--- config.mk ---
export PLATFORM = sky130hd
export DESIGN_NAME = uif_ctrl
export DESIGN_NICKNAME = d
export VERILOG_FILES = /design/src/rtl/uif_pkg.sv /design/src/rtl/uif_rst_sync.sv /design/src/rtl/uif_rx_timer.sv /design/src/rtl/uif_ctrl.sv
export SDC_FILE = /design/constraint.sdc
export NUM_CORES = 1
export LEC_CHECK = 0
export BUFFER_PORTS_ARGS = -buffer_cell sky130_fd_sc_hd__buf_2
export CORE_MARGIN = 2
export CORE_UTILIZATION = 30
export DETAILED_ROUTE_END_ITERATION = 8
export PLACE_DENSITY = 0.48
export SKIP_CTS_REPAIR_TIMING = 1
export SYNTH_ARGS = -nofsm -noshare
export SYNTH_HDL_FRONTEND = slang
export SYNTH_HIERARCHICAL = 1
export SYNTH_SLANG_ARGS = --single-unit
--- constraint.sdc ---
create_clock -name CORE_CLK -period 1.6 [get_ports CORE_CLK]
set_input_delay 0.32 -clock CORE_CLK [delete_from_list [all_inputs] [get_ports CORE_CLK]]
set_output_delay 0.32 -clock CORE_CLK [all_outputs]
set_load 0.1 [all_outputs]
--- src/rtl/uif_pkg.sv ---
// package of the serial channel interrupt and queue control block
// assumes one byte-wide host register port and same-clock datapath signals
package uif_pkg;

  // ****************************************
  // register offsets
  // ****************************************
  localparam logic [2:0] UIF_OFS_HOLDING = 3'h0;
  localparam logic [2:0] UIF_OFS_MASK = 3'h1;
  localparam logic [2:0] UIF_OFS_IDENT = 3'h2;
  localparam logic [2:0] UIF_OFS_QCTL = 3'h2;
  localparam logic [2:0] UIF_OFS_LINE_STATE = 3'h5;
  localparam logic [2:0] UIF_OFS_MODEM_STATE = 3'h6;

  // ****************************************
  // field positions and reset values
  // ****************************************
  localparam int UIF_MASK_RXD = 0;
  localparam int UIF_MASK_TXR = 1;
  localparam int UIF_MASK_LINE = 2;
  localparam int UIF_MASK_MODEM = 3;
  localparam int UIF_QC_EN = 0;
  localparam int UIF_QC_RXRST = 1;
  localparam int UIF_QC_TXRST = 2;
  localparam int UIF_QC_TRIG_LO = 6;
  localparam logic [3:0] UIF_MASK_RESET = 4'h0;
  localparam logic [1:0] UIF_TRIG_RESET = 2'h0;

  // ****************************************
  // identity codes
  // ****************************************
  localparam logic [3:0] UIF_CODE_LINE = 4'h6;
  localparam logic [3:0] UIF_CODE_TMO = 4'hC;
  localparam logic [3:0] UIF_CODE_RXD = 4'h4;
  localparam logic [3:0] UIF_CODE_TXR = 4'h2;
  localparam logic [3:0] UIF_CODE_MODEM = 4'h0;
  localparam logic [3:0] UIF_CODE_NONE = 4'h1;

  // ****************************************
  // timeout counts in characters and bit times
  // ****************************************
  localparam logic [5:0] UIF_TMO_CHARS = 6'h04;
  localparam logic [5:0] UIF_TMO_EXTRA_BITS = 6'h0C;

  // receive trigger levels, index {size_sel, trig_sel}
  localparam logic [15:0][6:0] UIF_TRIG_TABLE = {
    7'h70, 7'h40, 7'h20, 7'h08,
    7'h38, 7'h20, 7'h10, 7'h04,
    7'h1C, 7'h10, 7'h08, 7'h02,
    7'h0E, 7'h08, 7'h04, 7'h01};

  typedef struct packed {
    logic line;
    logic tmo;
    logic rxd;
    logic txr;
    logic modem;
  } uif_pend_t;

endpackage : uif_pkg

--- src/rtl/uif_rst_sync.sv ---
// reset release synchroniser
// assumes an asynchronous active-low reset from outside the clock domain
`timescale 1ns/1ps
`default_nettype none
module uif_rst_sync (
  // clock and raw reset
  input wire logic clk,
  input wire logic arst_n,
  // synchronised reset
  output logic rst_n
);
  logic meta_r;

  always_ff @(posedge clk or negedge arst_n) begin
    if (!arst_n) begin
      meta_r <= 1'b0;
      rst_n <= 1'b0;
    end else begin
      meta_r <= 1'b1;
      rst_n <= meta_r;
    end
  end
endmodule : uif_rst_sync
`default_nettype wire

--- src/rtl/uif_rx_timer.sv ---
// receive idle timer counting bit ticks up to a limit
// assumes one tick pulse per bit time on the same clock
`timescale 1ns/1ps
`default_nettype none
module uif_rx_timer #(
  parameter int W = 6
) (
  // clock, reset, enable
  input wire logic clk,
  input wire logic rst_n,
  input wire logic ce,
  // control
  input wire logic run,
  input wire logic restart,
  input wire logic tick,
  input wire logic [W-1:0] limit,
  // one-cycle expiry
  output logic expire
);
  logic [W-1:0] cnt_r;
  logic done_r;

  // fires once per idle stretch; restart rearms it
  always_ff @(posedge clk or negedge rst_n) begin
    if (!rst_n) begin
      cnt_r <= '0;
      done_r <= 1'b0;
      expire <= 1'b0;
    end else if (ce) begin
      expire <= 1'b0;
      if (restart || !run) begin
        cnt_r <= '0;
        done_r <= 1'b0;
      end else if (tick && !done_r) begin
        if (cnt_r == limit - W'(1)) begin
          done_r <= 1'b1;
          expire <= 1'b1;
        end
        cnt_r <= cnt_r + W'(1);
      end
    end
  end
endmodule : uif_rx_timer
`default_nettype wire

--- src/rtl/uif_ctrl.sv ---
// interrupt mask, interrupt identity and queue control of one serial channel
// assumes datapath fill, error and tick signals on CORE_CLK, host strobes one cycle each
//
// What this block does
// - fifo receive interrupt follows fill versus trigger
// - data ready set on push, cleared empty
// - all masks clear gives polled mode
// - error flag while errored char in fifo
// - non-fifo receive interrupt while holding full
// - transmit interrupt on empty, immediate on enable
// - overrun immediate, char errors at head
// - modem interrupt on any delta bit
// - timeout after four chars twelve bits
// - line state read clears line interrupt
// - receive clears by draining, timeout by read
// - identity read reporting it or tx write clears transmit
// - modem state read clears modem interrupt
// - identity reports highest priority pending source
// - reported source held during one read
// - identity bit zero low when pending
// - identity top bits mirror fifo enable
// - enable bit zero blocks other programming
// - receive queue reset pulse, self clearing
// - transmit queue reset pulse, self clearing
// - trigger from size select and bits
// - output gated by aux out two
`timescale 1ns/1ps
`default_nettype none
module uif_ctrl
  import uif_pkg::*;
#(
  parameter int FILL_W = 8
) (
  // clock, reset, enable
  input wire logic CORE_CLK,
  input wire logic ARST_N,
  input wire logic CE,
  // host register port
  input wire logic [2:0] HOST_ADDR,
  input wire logic HOST_RD,
  input wire logic HOST_WR,
  input wire logic [7:0] HOST_WDATA,
  input wire logic DIV_SEL,
  output logic [7:0] HOST_RDATA,
  // receive datapath
  input wire logic [FILL_W-1:0] RX_FILL,
  input wire logic RX_PUSH,
  input wire logic RX_PUSH_ERR,
  input wire logic RX_HEAD_ERR,
  input wire logic RX_OVERRUN,
  input wire logic BIT_TICK,
  input wire logic [3:0] CHAR_BITS,
  // transmit and modem side
  input wire logic TX_EMPTY,
  input wire logic [3:0] MODEM_DELTA,
  input wire logic AUX_OUT_TWO,
  input wire logic [1:0] SIZE_SEL,
  // queue control outputs
  output logic FIFO_EN,
  output logic RX_FIFO_RST,
  output logic TX_FIFO_RST,
  output logic [6:0] RX_TRIG,
  // status and interrupt outputs
  output logic RX_DATA_READY,
  output logic RX_FIFO_ERR,
  output logic IRQ_OUT
);

  // ****************************************
  // reset and host decode
  // ****************************************
  logic rst_n;
  uif_rst_sync u_rst (
    .clk(CORE_CLK),
    .arst_n(ARST_N),
    .rst_n(rst_n)
  );

  logic rd_hold, wr_hold, rd_ident, wr_mask, wr_qctl, rd_line, rd_modem;
  assign rd_hold = HOST_RD && !DIV_SEL && HOST_ADDR == UIF_OFS_HOLDING;
  assign wr_hold = HOST_WR && !DIV_SEL && HOST_ADDR == UIF_OFS_HOLDING;
  assign wr_mask = HOST_WR && !DIV_SEL && HOST_ADDR == UIF_OFS_MASK;
  assign rd_ident = HOST_RD && HOST_ADDR == UIF_OFS_IDENT;
  assign wr_qctl = HOST_WR && HOST_ADDR == UIF_OFS_QCTL;
  assign rd_line = HOST_RD && HOST_ADDR == UIF_OFS_LINE_STATE;
  assign rd_modem = HOST_RD && HOST_ADDR == UIF_OFS_MODEM_STATE;

  // ****************************************
  // mask and queue control registers
  // ****************************************
  logic [3:0] mask_r;
  logic [1:0] trig_sel_r;

  always_ff @(posedge CORE_CLK or negedge rst_n) begin
    if (!rst_n) begin
      mask_r <= UIF_MASK_RESET;
    end else if (CE && wr_mask) begin
      mask_r <= HOST_WDATA[3:0];
    end
  end

  // disabling the queues keeps the old trigger, so re-enabling needs a fresh write
  always_ff @(posedge CORE_CLK or negedge rst_n) begin
    if (!rst_n) begin
      FIFO_EN <= 1'b0;
      trig_sel_r <= UIF_TRIG_RESET;
      RX_FIFO_RST <= 1'b0;
      TX_FIFO_RST <= 1'b0;
    end else if (CE) begin
      RX_FIFO_RST <= 1'b0;
      TX_FIFO_RST <= 1'b0;
      if (wr_qctl) begin
        FIFO_EN <= HOST_WDATA[UIF_QC_EN];
        if (HOST_WDATA[UIF_QC_EN]) begin
          trig_sel_r <= HOST_WDATA[UIF_QC_TRIG_LO +: 2];
          RX_FIFO_RST <= HOST_WDATA[UIF_QC_RXRST];
          TX_FIFO_RST <= HOST_WDATA[UIF_QC_TXRST];
        end
      end
    end
  end

  logic [6:0] trig_nxt;
  assign trig_nxt = UIF_TRIG_TABLE[{SIZE_SEL, trig_sel_r}];

  always_ff @(posedge CORE_CLK or negedge rst_n) begin
    if (!rst_n) begin
      RX_TRIG <= UIF_TRIG_TABLE[0];
    end else if (CE) begin
      RX_TRIG <= trig_nxt;
    end
  end

  // ****************************************
  // receive status
  // ****************************************
  logic at_trig, rx_nonempty;
  assign rx_nonempty = RX_FILL != '0;
  assign at_trig = RX_FILL >= FILL_W'(RX_TRIG);

  // polled software reads these two whatever the masks say
  always_ff @(posedge CORE_CLK or negedge rst_n) begin
    if (!rst_n) begin
      RX_DATA_READY <= 1'b0;
    end else if (CE) begin
      RX_DATA_READY <= RX_PUSH || rx_nonempty;
    end
  end

  logic [FILL_W-1:0] err_cnt_r;
  logic pop_err;
  assign pop_err = rd_hold && rx_nonempty && RX_HEAD_ERR;

  // counts errored characters still queued
  always_ff @(posedge CORE_CLK or negedge rst_n) begin
    if (!rst_n) begin
      err_cnt_r <= '0;
      RX_FIFO_ERR <= 1'b0;
    end else if (CE) begin
      if (RX_FIFO_RST) begin
        err_cnt_r <= '0;
      end else if (RX_PUSH && RX_PUSH_ERR && !pop_err) begin
        err_cnt_r <= err_cnt_r + FILL_W'(1);
      end else if (pop_err && !(RX_PUSH && RX_PUSH_ERR) && err_cnt_r != '0) begin
        err_cnt_r <= err_cnt_r - FILL_W'(1);
      end
      RX_FIFO_ERR <= FIFO_EN && (err_cnt_r != '0 || (RX_PUSH && RX_PUSH_ERR));
    end
  end

  // ****************************************
  // receive timeout
  // ****************************************
  logic [5:0] tmo_limit;
  logic tmo_expire;
  assign tmo_limit = 6'(UIF_TMO_CHARS * 6'(CHAR_BITS)) + UIF_TMO_EXTRA_BITS;

  uif_rx_timer #(
    .W(6)
  ) u_tmo (
    .clk(CORE_CLK),
    .rst_n(rst_n),
    .ce(CE),
    .run(FIFO_EN && rx_nonempty && !at_trig),
    .restart(RX_PUSH || rd_hold),
    .tick(BIT_TICK),
    .limit(tmo_limit),
    .expire(tmo_expire)
  );

  // ****************************************
  // pending sources
  // ****************************************
  uif_pend_t pend;
  logic [3:0] ident_code;
  logic line_r, tmo_r, txr_r, modem_r;
  logic head_err_q, tx_empty_q, txr_en_q, pop_q;
  logic line_set, txr_set, modem_set;

  assign line_set = mask_r[UIF_MASK_LINE] && (RX_OVERRUN ||
    (RX_HEAD_ERR && (!head_err_q || pop_q)));
  assign txr_set = mask_r[UIF_MASK_TXR] && TX_EMPTY && (!tx_empty_q || !txr_en_q);
  assign modem_set = mask_r[UIF_MASK_MODEM] && (MODEM_DELTA != 4'h0);

  always_ff @(posedge CORE_CLK or negedge rst_n) begin
    if (!rst_n) begin
      head_err_q <= 1'b0;
      tx_empty_q <= 1'b0;
      txr_en_q <= 1'b0;
      pop_q <= 1'b0;
    end else if (CE) begin
      head_err_q <= RX_HEAD_ERR;
      tx_empty_q <= TX_EMPTY;
      txr_en_q <= mask_r[UIF_MASK_TXR];
      pop_q <= rd_hold;
    end
  end

  // in each flag a new event wins over a clearing access in the same cycle
  always_ff @(posedge CORE_CLK or negedge rst_n) begin
    if (!rst_n) begin
      line_r <= 1'b0;
    end else if (CE) begin
      if (line_set) line_r <= 1'b1;
      else if (rd_line || !mask_r[UIF_MASK_LINE]) line_r <= 1'b0;
    end
  end

  always_ff @(posedge CORE_CLK or negedge rst_n) begin
    if (!rst_n) begin
      tmo_r <= 1'b0;
    end else if (CE) begin
      if (tmo_expire && mask_r[UIF_MASK_RXD]) tmo_r <= 1'b1;
      else if (rd_hold || !FIFO_EN || !mask_r[UIF_MASK_RXD]) tmo_r <= 1'b0;
    end
  end

  // a holding write, a mask clear, or an identity read that reported this source clears it
  always_ff @(posedge CORE_CLK or negedge rst_n) begin
    if (!rst_n) begin
      txr_r <= 1'b0;
    end else if (CE) begin
      if (txr_set) txr_r <= 1'b1;
      else if (wr_hold || !mask_r[UIF_MASK_TXR] ||
               (rd_ident && ident_code == UIF_CODE_TXR)) txr_r <= 1'b0;
    end
  end

  always_ff @(posedge CORE_CLK or negedge rst_n) begin
    if (!rst_n) begin
      modem_r <= 1'b0;
    end else if (CE) begin
      if (modem_set) modem_r <= 1'b1;
      else if (rd_modem || !mask_r[UIF_MASK_MODEM]) modem_r <= 1'b0;
    end
  end

  // receive data source is a level: it drops as soon as reads drain below trigger, in non-fifo mode as soon as holding empties
  always_comb begin
    pend.line = line_r;
    pend.tmo = tmo_r;
    pend.rxd = mask_r[UIF_MASK_RXD] && (FIFO_EN ? at_trig : rx_nonempty);
    pend.txr = txr_r;
    pend.modem = modem_r;
  end

  // ****************************************
  // identity and read data
  // ****************************************
  logic [7:0] ident_val;
  logic any_pend;

  always_comb begin
    if (pend.line) ident_code = UIF_CODE_LINE;
    else if (pend.tmo) ident_code = UIF_CODE_TMO;
    else if (pend.rxd) ident_code = UIF_CODE_RXD;
    else if (pend.txr) ident_code = UIF_CODE_TXR;
    else if (pend.modem) ident_code = UIF_CODE_MODEM;
    else ident_code = UIF_CODE_NONE;
  end

  assign any_pend = pend != '0;
  assign ident_val = {FIFO_EN, FIFO_EN, 2'b00, ident_code};

  // one snapshot per read, so a late arrival cannot replace the reported source
  always_ff @(posedge CORE_CLK or negedge rst_n) begin
    if (!rst_n) begin
      HOST_RDATA <= 8'h00;
    end else if (CE && HOST_RD) begin
      if (rd_ident) HOST_RDATA <= ident_val;
      else if (HOST_ADDR == UIF_OFS_MASK && !DIV_SEL) HOST_RDATA <= {4'h0, mask_r};
      else HOST_RDATA <= 8'h00;
    end
  end

  // ****************************************
  // interrupt output
  // ****************************************
  always_ff @(posedge CORE_CLK or negedge rst_n) begin
    if (!rst_n) begin
      IRQ_OUT <= 1'b0;
    end else if (CE) begin
      IRQ_OUT <= any_pend && AUX_OUT_TWO;
    end
  end

  // ****************************************
  // checks
  // ****************************************
  property p_rxd_level;
    @(posedge CORE_CLK) disable iff (!rst_n)
    (CE && rd_ident && at_trig && mask_r[UIF_MASK_RXD] && !pend.line && !pend.tmo) |=> HOST_RDATA[3:0] == UIF_CODE_RXD;
  endproperty
  a_rxd_level: assert property (p_rxd_level) else $error("receive level not reported");

  property p_ready;
    @(posedge CORE_CLK) disable iff (!rst_n)
    (CE && RX_PUSH) |=> RX_DATA_READY;
  endproperty
  a_ready: assert property (p_ready) else $error("data ready missed a push");

  property p_tx_enable;
    @(posedge CORE_CLK) disable iff (!rst_n)
    (CE && $rose(mask_r[UIF_MASK_TXR]) && TX_EMPTY) |=> txr_r;
  endproperty
  a_tx_enable: assert property (p_tx_enable) else $error("no transmit interrupt on enable");

  property p_line_clear;
    @(posedge CORE_CLK) disable iff (!rst_n)
    (CE && rd_line && !line_set) |=> !line_r;
  endproperty
  a_line_clear: assert property (p_line_clear) else $error("line interrupt not cleared");

  property p_tx_clear;
    @(posedge CORE_CLK) disable iff (!rst_n)
    (CE && wr_hold && !txr_set) |=> !txr_r;
  endproperty
  a_tx_clear: assert property (p_tx_clear) else $error("transmit interrupt not cleared");

  property p_prio;
    @(posedge CORE_CLK) disable iff (!rst_n)
    (CE && rd_ident && pend.line) |=> (HOST_RDATA[3:0] == UIF_CODE_LINE && HOST_RDATA[0] == 1'b0);
  endproperty
  a_prio: assert property (p_prio) else $error("line status not top priority");

  property p_ident_read;
    @(posedge CORE_CLK) disable iff (!rst_n)
    (CE && rd_ident) |=> HOST_RDATA[0] == !$past(any_pend) && HOST_RDATA[7:6] == {2{$past(FIFO_EN)}};
  endproperty
  a_ident_read: assert property (p_ident_read) else $error("identity read wrong");

  property p_rx_reset;
    @(posedge CORE_CLK) disable iff (!rst_n)
    (CE && wr_qctl && HOST_WDATA[UIF_QC_EN] && HOST_WDATA[UIF_QC_RXRST])
      |=> RX_FIFO_RST ##1 (!RX_FIFO_RST || !$past(CE));
  endproperty
  a_rx_reset: assert property (p_rx_reset) else $error("receive reset pulse wrong");

  property p_no_prog;
    @(posedge CORE_CLK) disable iff (!rst_n)
    (CE && wr_qctl && !HOST_WDATA[UIF_QC_EN]) |=> !FIFO_EN && !TX_FIFO_RST && $stable(trig_sel_r);
  endproperty
  a_no_prog: assert property (p_no_prog) else $error("queue control programmed while disabled");

  property p_gate;
    @(posedge CORE_CLK) disable iff (!rst_n)
    (CE && !AUX_OUT_TWO) |=> !IRQ_OUT;
  endproperty
  a_gate: assert property (p_gate) else $error("interrupt not gated");

endmodule : uif_ctrl
`default_nettype wire

==> results.sh <==
export IMPL_r2r_start="RX_TRIG[2]$_DFFE_PN0P_"
export IMPL_power_density_nw_per_um2=1120
export IMPL_r2r_cells=9
export IMPL_grt_pass1_wl_um=13700
export IMPL_ys_types=65
export IMPL_r2r_end="u_tmo/expire$_DFFE_PN0P_"
export IMPL_wl_per_cell_um=13.9
export IMPL_fin_cells=592
export IMPL_critPathMaxFanout=3
export IMPL_reg2reg_slack_ns=-0.60
export IMPL_synth_edf_count=0
export IMPL_vias=2781
export IMPL_drc=0
export IMPL_finalHoldViolations=0
export IMPL_die_w_um=105
export IMPL_routed_wl_um=8210
export IMPL_grt_use_total_pct=15.2
export IMPL_endpoint_kind="register"
export IMPL_start_util_pct=30.4
export IMPL_timing_fmax_ghz=0.456
export IMPL_gp_congestion=0.839
export IMPL_h_tree_depth=2
export IMPL_endpoint="u_tmo/expire$_DFFE_PN0P_"
export IMPL_ios=63
export IMPL_period_needed_ns=2.20
export IMPL_rsz0062_at_grt="yes"
export IMPL_hold_worst_slack_ns=0.213
export IMPL_fp_dieArea_um2=11100
export IMPL_setup_ws_ns=-0.595
export IMPL_irDropWorstVdd_uv=680
export IMPL_finalCritPeriodShare_pct=137
export IMPL_diodes=0
export IMPL_maxCapViolations=0
export IMPL_dp_cells=578
export IMPL_grt_max_degree=22
export IMPL_synthArstFlopShare_pct=100
export IMPL_cts_tree="yes"
export IMPL_worstSkewPairLatency_ns=0.31
export IMPL_hpwl_um=6390
export IMPL_ys_flop_type="dfrtp_1"
export IMPL_post_synth_cell_area_avg_um2=9.44
export IMPL_coreArea_um2=10100
export IMPL_clkTransAtPathRegs_ns=0.10
export IMPL_drv_slew=0
export IMPL_final_setup_skew_ns=0.0125
export IMPL_min_path_type="reg2async"
export IMPL_firstDrtPassIters=4
export IMPL_pre_cts_slack_ns=-0.899
export IMPL_numCtsBuffers=5
export IMPL_violations="negative setup slack"
export IMPL_numPortBuffers=58
export IMPL_crit_start="RX_TRIG[2]$_DFFE_PN0P_"
export IMPL_synth_seq_cells=50
export IMPL_via_per_inst=4.70
export IMPL_finalPower_w=0.00514
export IMPL_status="complete, but fails checks"
export IMPL_setup_violations=21
export IMPL_drt_initial_drc_count=95
export IMPL_ys_seq_area_share_pct=40.6
export IMPL_cts_root_buf="clkbuf_8"
export IMPL_synthesis_area_um2=3090
export IMPL_yosysWarnings=6
export IMPL_grt_antenna_before_repair=0
export IMPL_ant_nets=0
export IMPL_clk_path_buf_depth=2
export IMPL_required_ns=1.81
export IMPL_layout_drive_gt1_share_pct=47.1
export IMPL_rows=37
export IMPL_grt_pass1_vias=2810
export IMPL_critical_path_class="reg2reg"
export IMPL_die_y_um=105
export IMPL_crit_arrival_ns=2.41
export IMPL_syn_instance_count=327
export IMPL_start_kind="register"
export IMPL_clock_sinks=50
export IMPL_grt_overflow=0
export IMPL_area_growth_syn_to_layout_pct=48.8
export IMPL_nNetsFinal=514
export IMPL_power_leakage_nw=2.09
## placed cells by master, fill, tap and decap left out, types with 4 or more instances in the layout
cell type,synthesis,layout
a21oi_1,17,11
a21oi_2,0,4
buf_2,1,47
buf_4,3,64
buf_6,1,8
clkbuf_8,0,6
conb_1,2,10
dfrtp_1,49,40
dfrtp_4,0,6
ha_1,16,7
ha_4,0,8
inv_1,27,23
mux2_2,12,11
mux2_4,3,4
nand2_1,35,31
nand2_2,1,4
nand2b_1,7,6
nand3_1,7,5
nor2_1,20,20
nor2b_1,6,4
o21ai_0,20,15
o22ai_1,6,6
xnor2_1,7,7
xor2_1,10,10
## kinds of logic after synthesis
logic type | Yosys count | share of synthesized area, %
AND/OR/NAND/NOR | 111 | 19.3
XOR/XNOR | 17 | 4.83
buffers and inverters | 40 | 5.51
other | 2 | 0.243
flip-flops | 50 | 40.6
multiplexers | 18 | 6.85
AO/OA/AOI/OAI | 72 | 15.5
adder cells (fa/ha/maj) | 17 | 7.14
## worst min path at each step
| stage | start | end | slack [ns] | cells past startpoint |
|---|---|---|---|---|
| floorplan | ARST_N | u_rst/meta_r$_DFF_PN0_ | 0.02 | 0 |
| global placement | ARST_N | u_rst/meta_r$_DFF_PN0_ | 0.11 | 1 |
| detailed placement | ARST_N | u_rst/meta_r$_DFF_PN0_ | 0.11 | 1 |
| CTS | ARST_N | u_rst/rst_n$_DFF_PN0_ | -0.23 | 1 |
| global route | HOST_WDATA[7] | trig_sel_r[1]$_DFFE_PN0P_ | 0.23 | 2 |
| finish | u_rst/rst_n$_DFF_PN0_ | pop_q$_DFFE_PN0P_ | 0.21 | 0 |
## area by class of cell
class | count | area [um2]
fillers | 981 | 5550
clock buffers | 7 | 86.3
flip-flops and latches | 50 | 1280
multi-input cells | 245 | 2020
well taps | 136 | 170
clock inverters | 1 | 30.0
repair buffers | 126 | 898
inverters | 27 | 104
## state kept, by name (all words and copies together), names as in the netlist, 2 cells and up
register / cells
err_cnt_r: 8
HOST_RDATA: 5
u_tmo/cnt_r: 6
trig_sel_r: 2
RX_TRIG: 7
mask_r: 4
## Yosys cell counts (all sizes together) (2+ instances only)
library cell,n,share of area [%]
dfrtp,49,40
nand2,36,4.5
inv,27,3.3
nor2,21,2.6
o21ai,20,3.2
a21oi,17,2.8
ha,16,6.5
mux2,16,6.2
xor2,10,2.8
clkbuf,7,0.85
nand2b,7,1.4
nand3,7,1.1
nor4,7,2.1
xnor2,7,2.0
buf,6,1.4
nor2b,6,1.2
nor3,6,0.97
o22ai,6,1.2
and2,4,0.89
and3,4,0.85
o41ai,4,1.1
a21boi,3,0.85
a31oi,3,0.61
nand4,3,0.61
o211ai,3,0.73
and4b,2,0.65
conb,2,0.24
mux2i,2,0.65
nor4b,2,0.77
o2111ai,2,0.57
o31ai,2,0.49
## critical path, cell delays in order (launching register included)
cell and delay, ns:
dfrtp_4 0.48, inv_1 0.06, ha_1 0.24, a21oi_2 0.15
o21ai_2 0.08, a21oi_2 0.18, and3_4 0.22, and4b_2 0.27
nand3_2 0.10, o41ai_2 0.32
## through the flow
| step | cell area, um2 | TNS [ns] | util (%) |
|---|---|---|---|
| 2_1_floorplan | 3270 | -9.73 | - |
| 3_3_place_gp | 4170 | -12.61 | 41.1 |
| 3_5_place_dp | 4170 | -13.19 | 41.1 |
| 4_1_cts | 4280 | -9.69 | 42.2 |
| 5_1_grt | 4590 | -9.96 | 45.3 |
| 6_report | 4590 | -7.68 | 45.3 |
## routing by layer
layer  global-route usage, %  routed length, um  vias up
li1                        -                  -     1400
met1                    20.8               3910     1332
met2                    25.2               4010       41
met3                    2.16                208        8
met4                    3.71                 90        0
met5                       0                  0        -
## where the power goes
group          switching [W]  total [W]  leakage (nW)  internal [W]
Combinational        0.00130    0.00249          1.41       0.00119
Clock               0.000463   0.000974        0.0585      0.000511
Sequential          0.000200    0.00168         0.625       0.00148
Total                0.00196    0.00514          2.09       0.00318
Power figures use the tool's default switching activity.
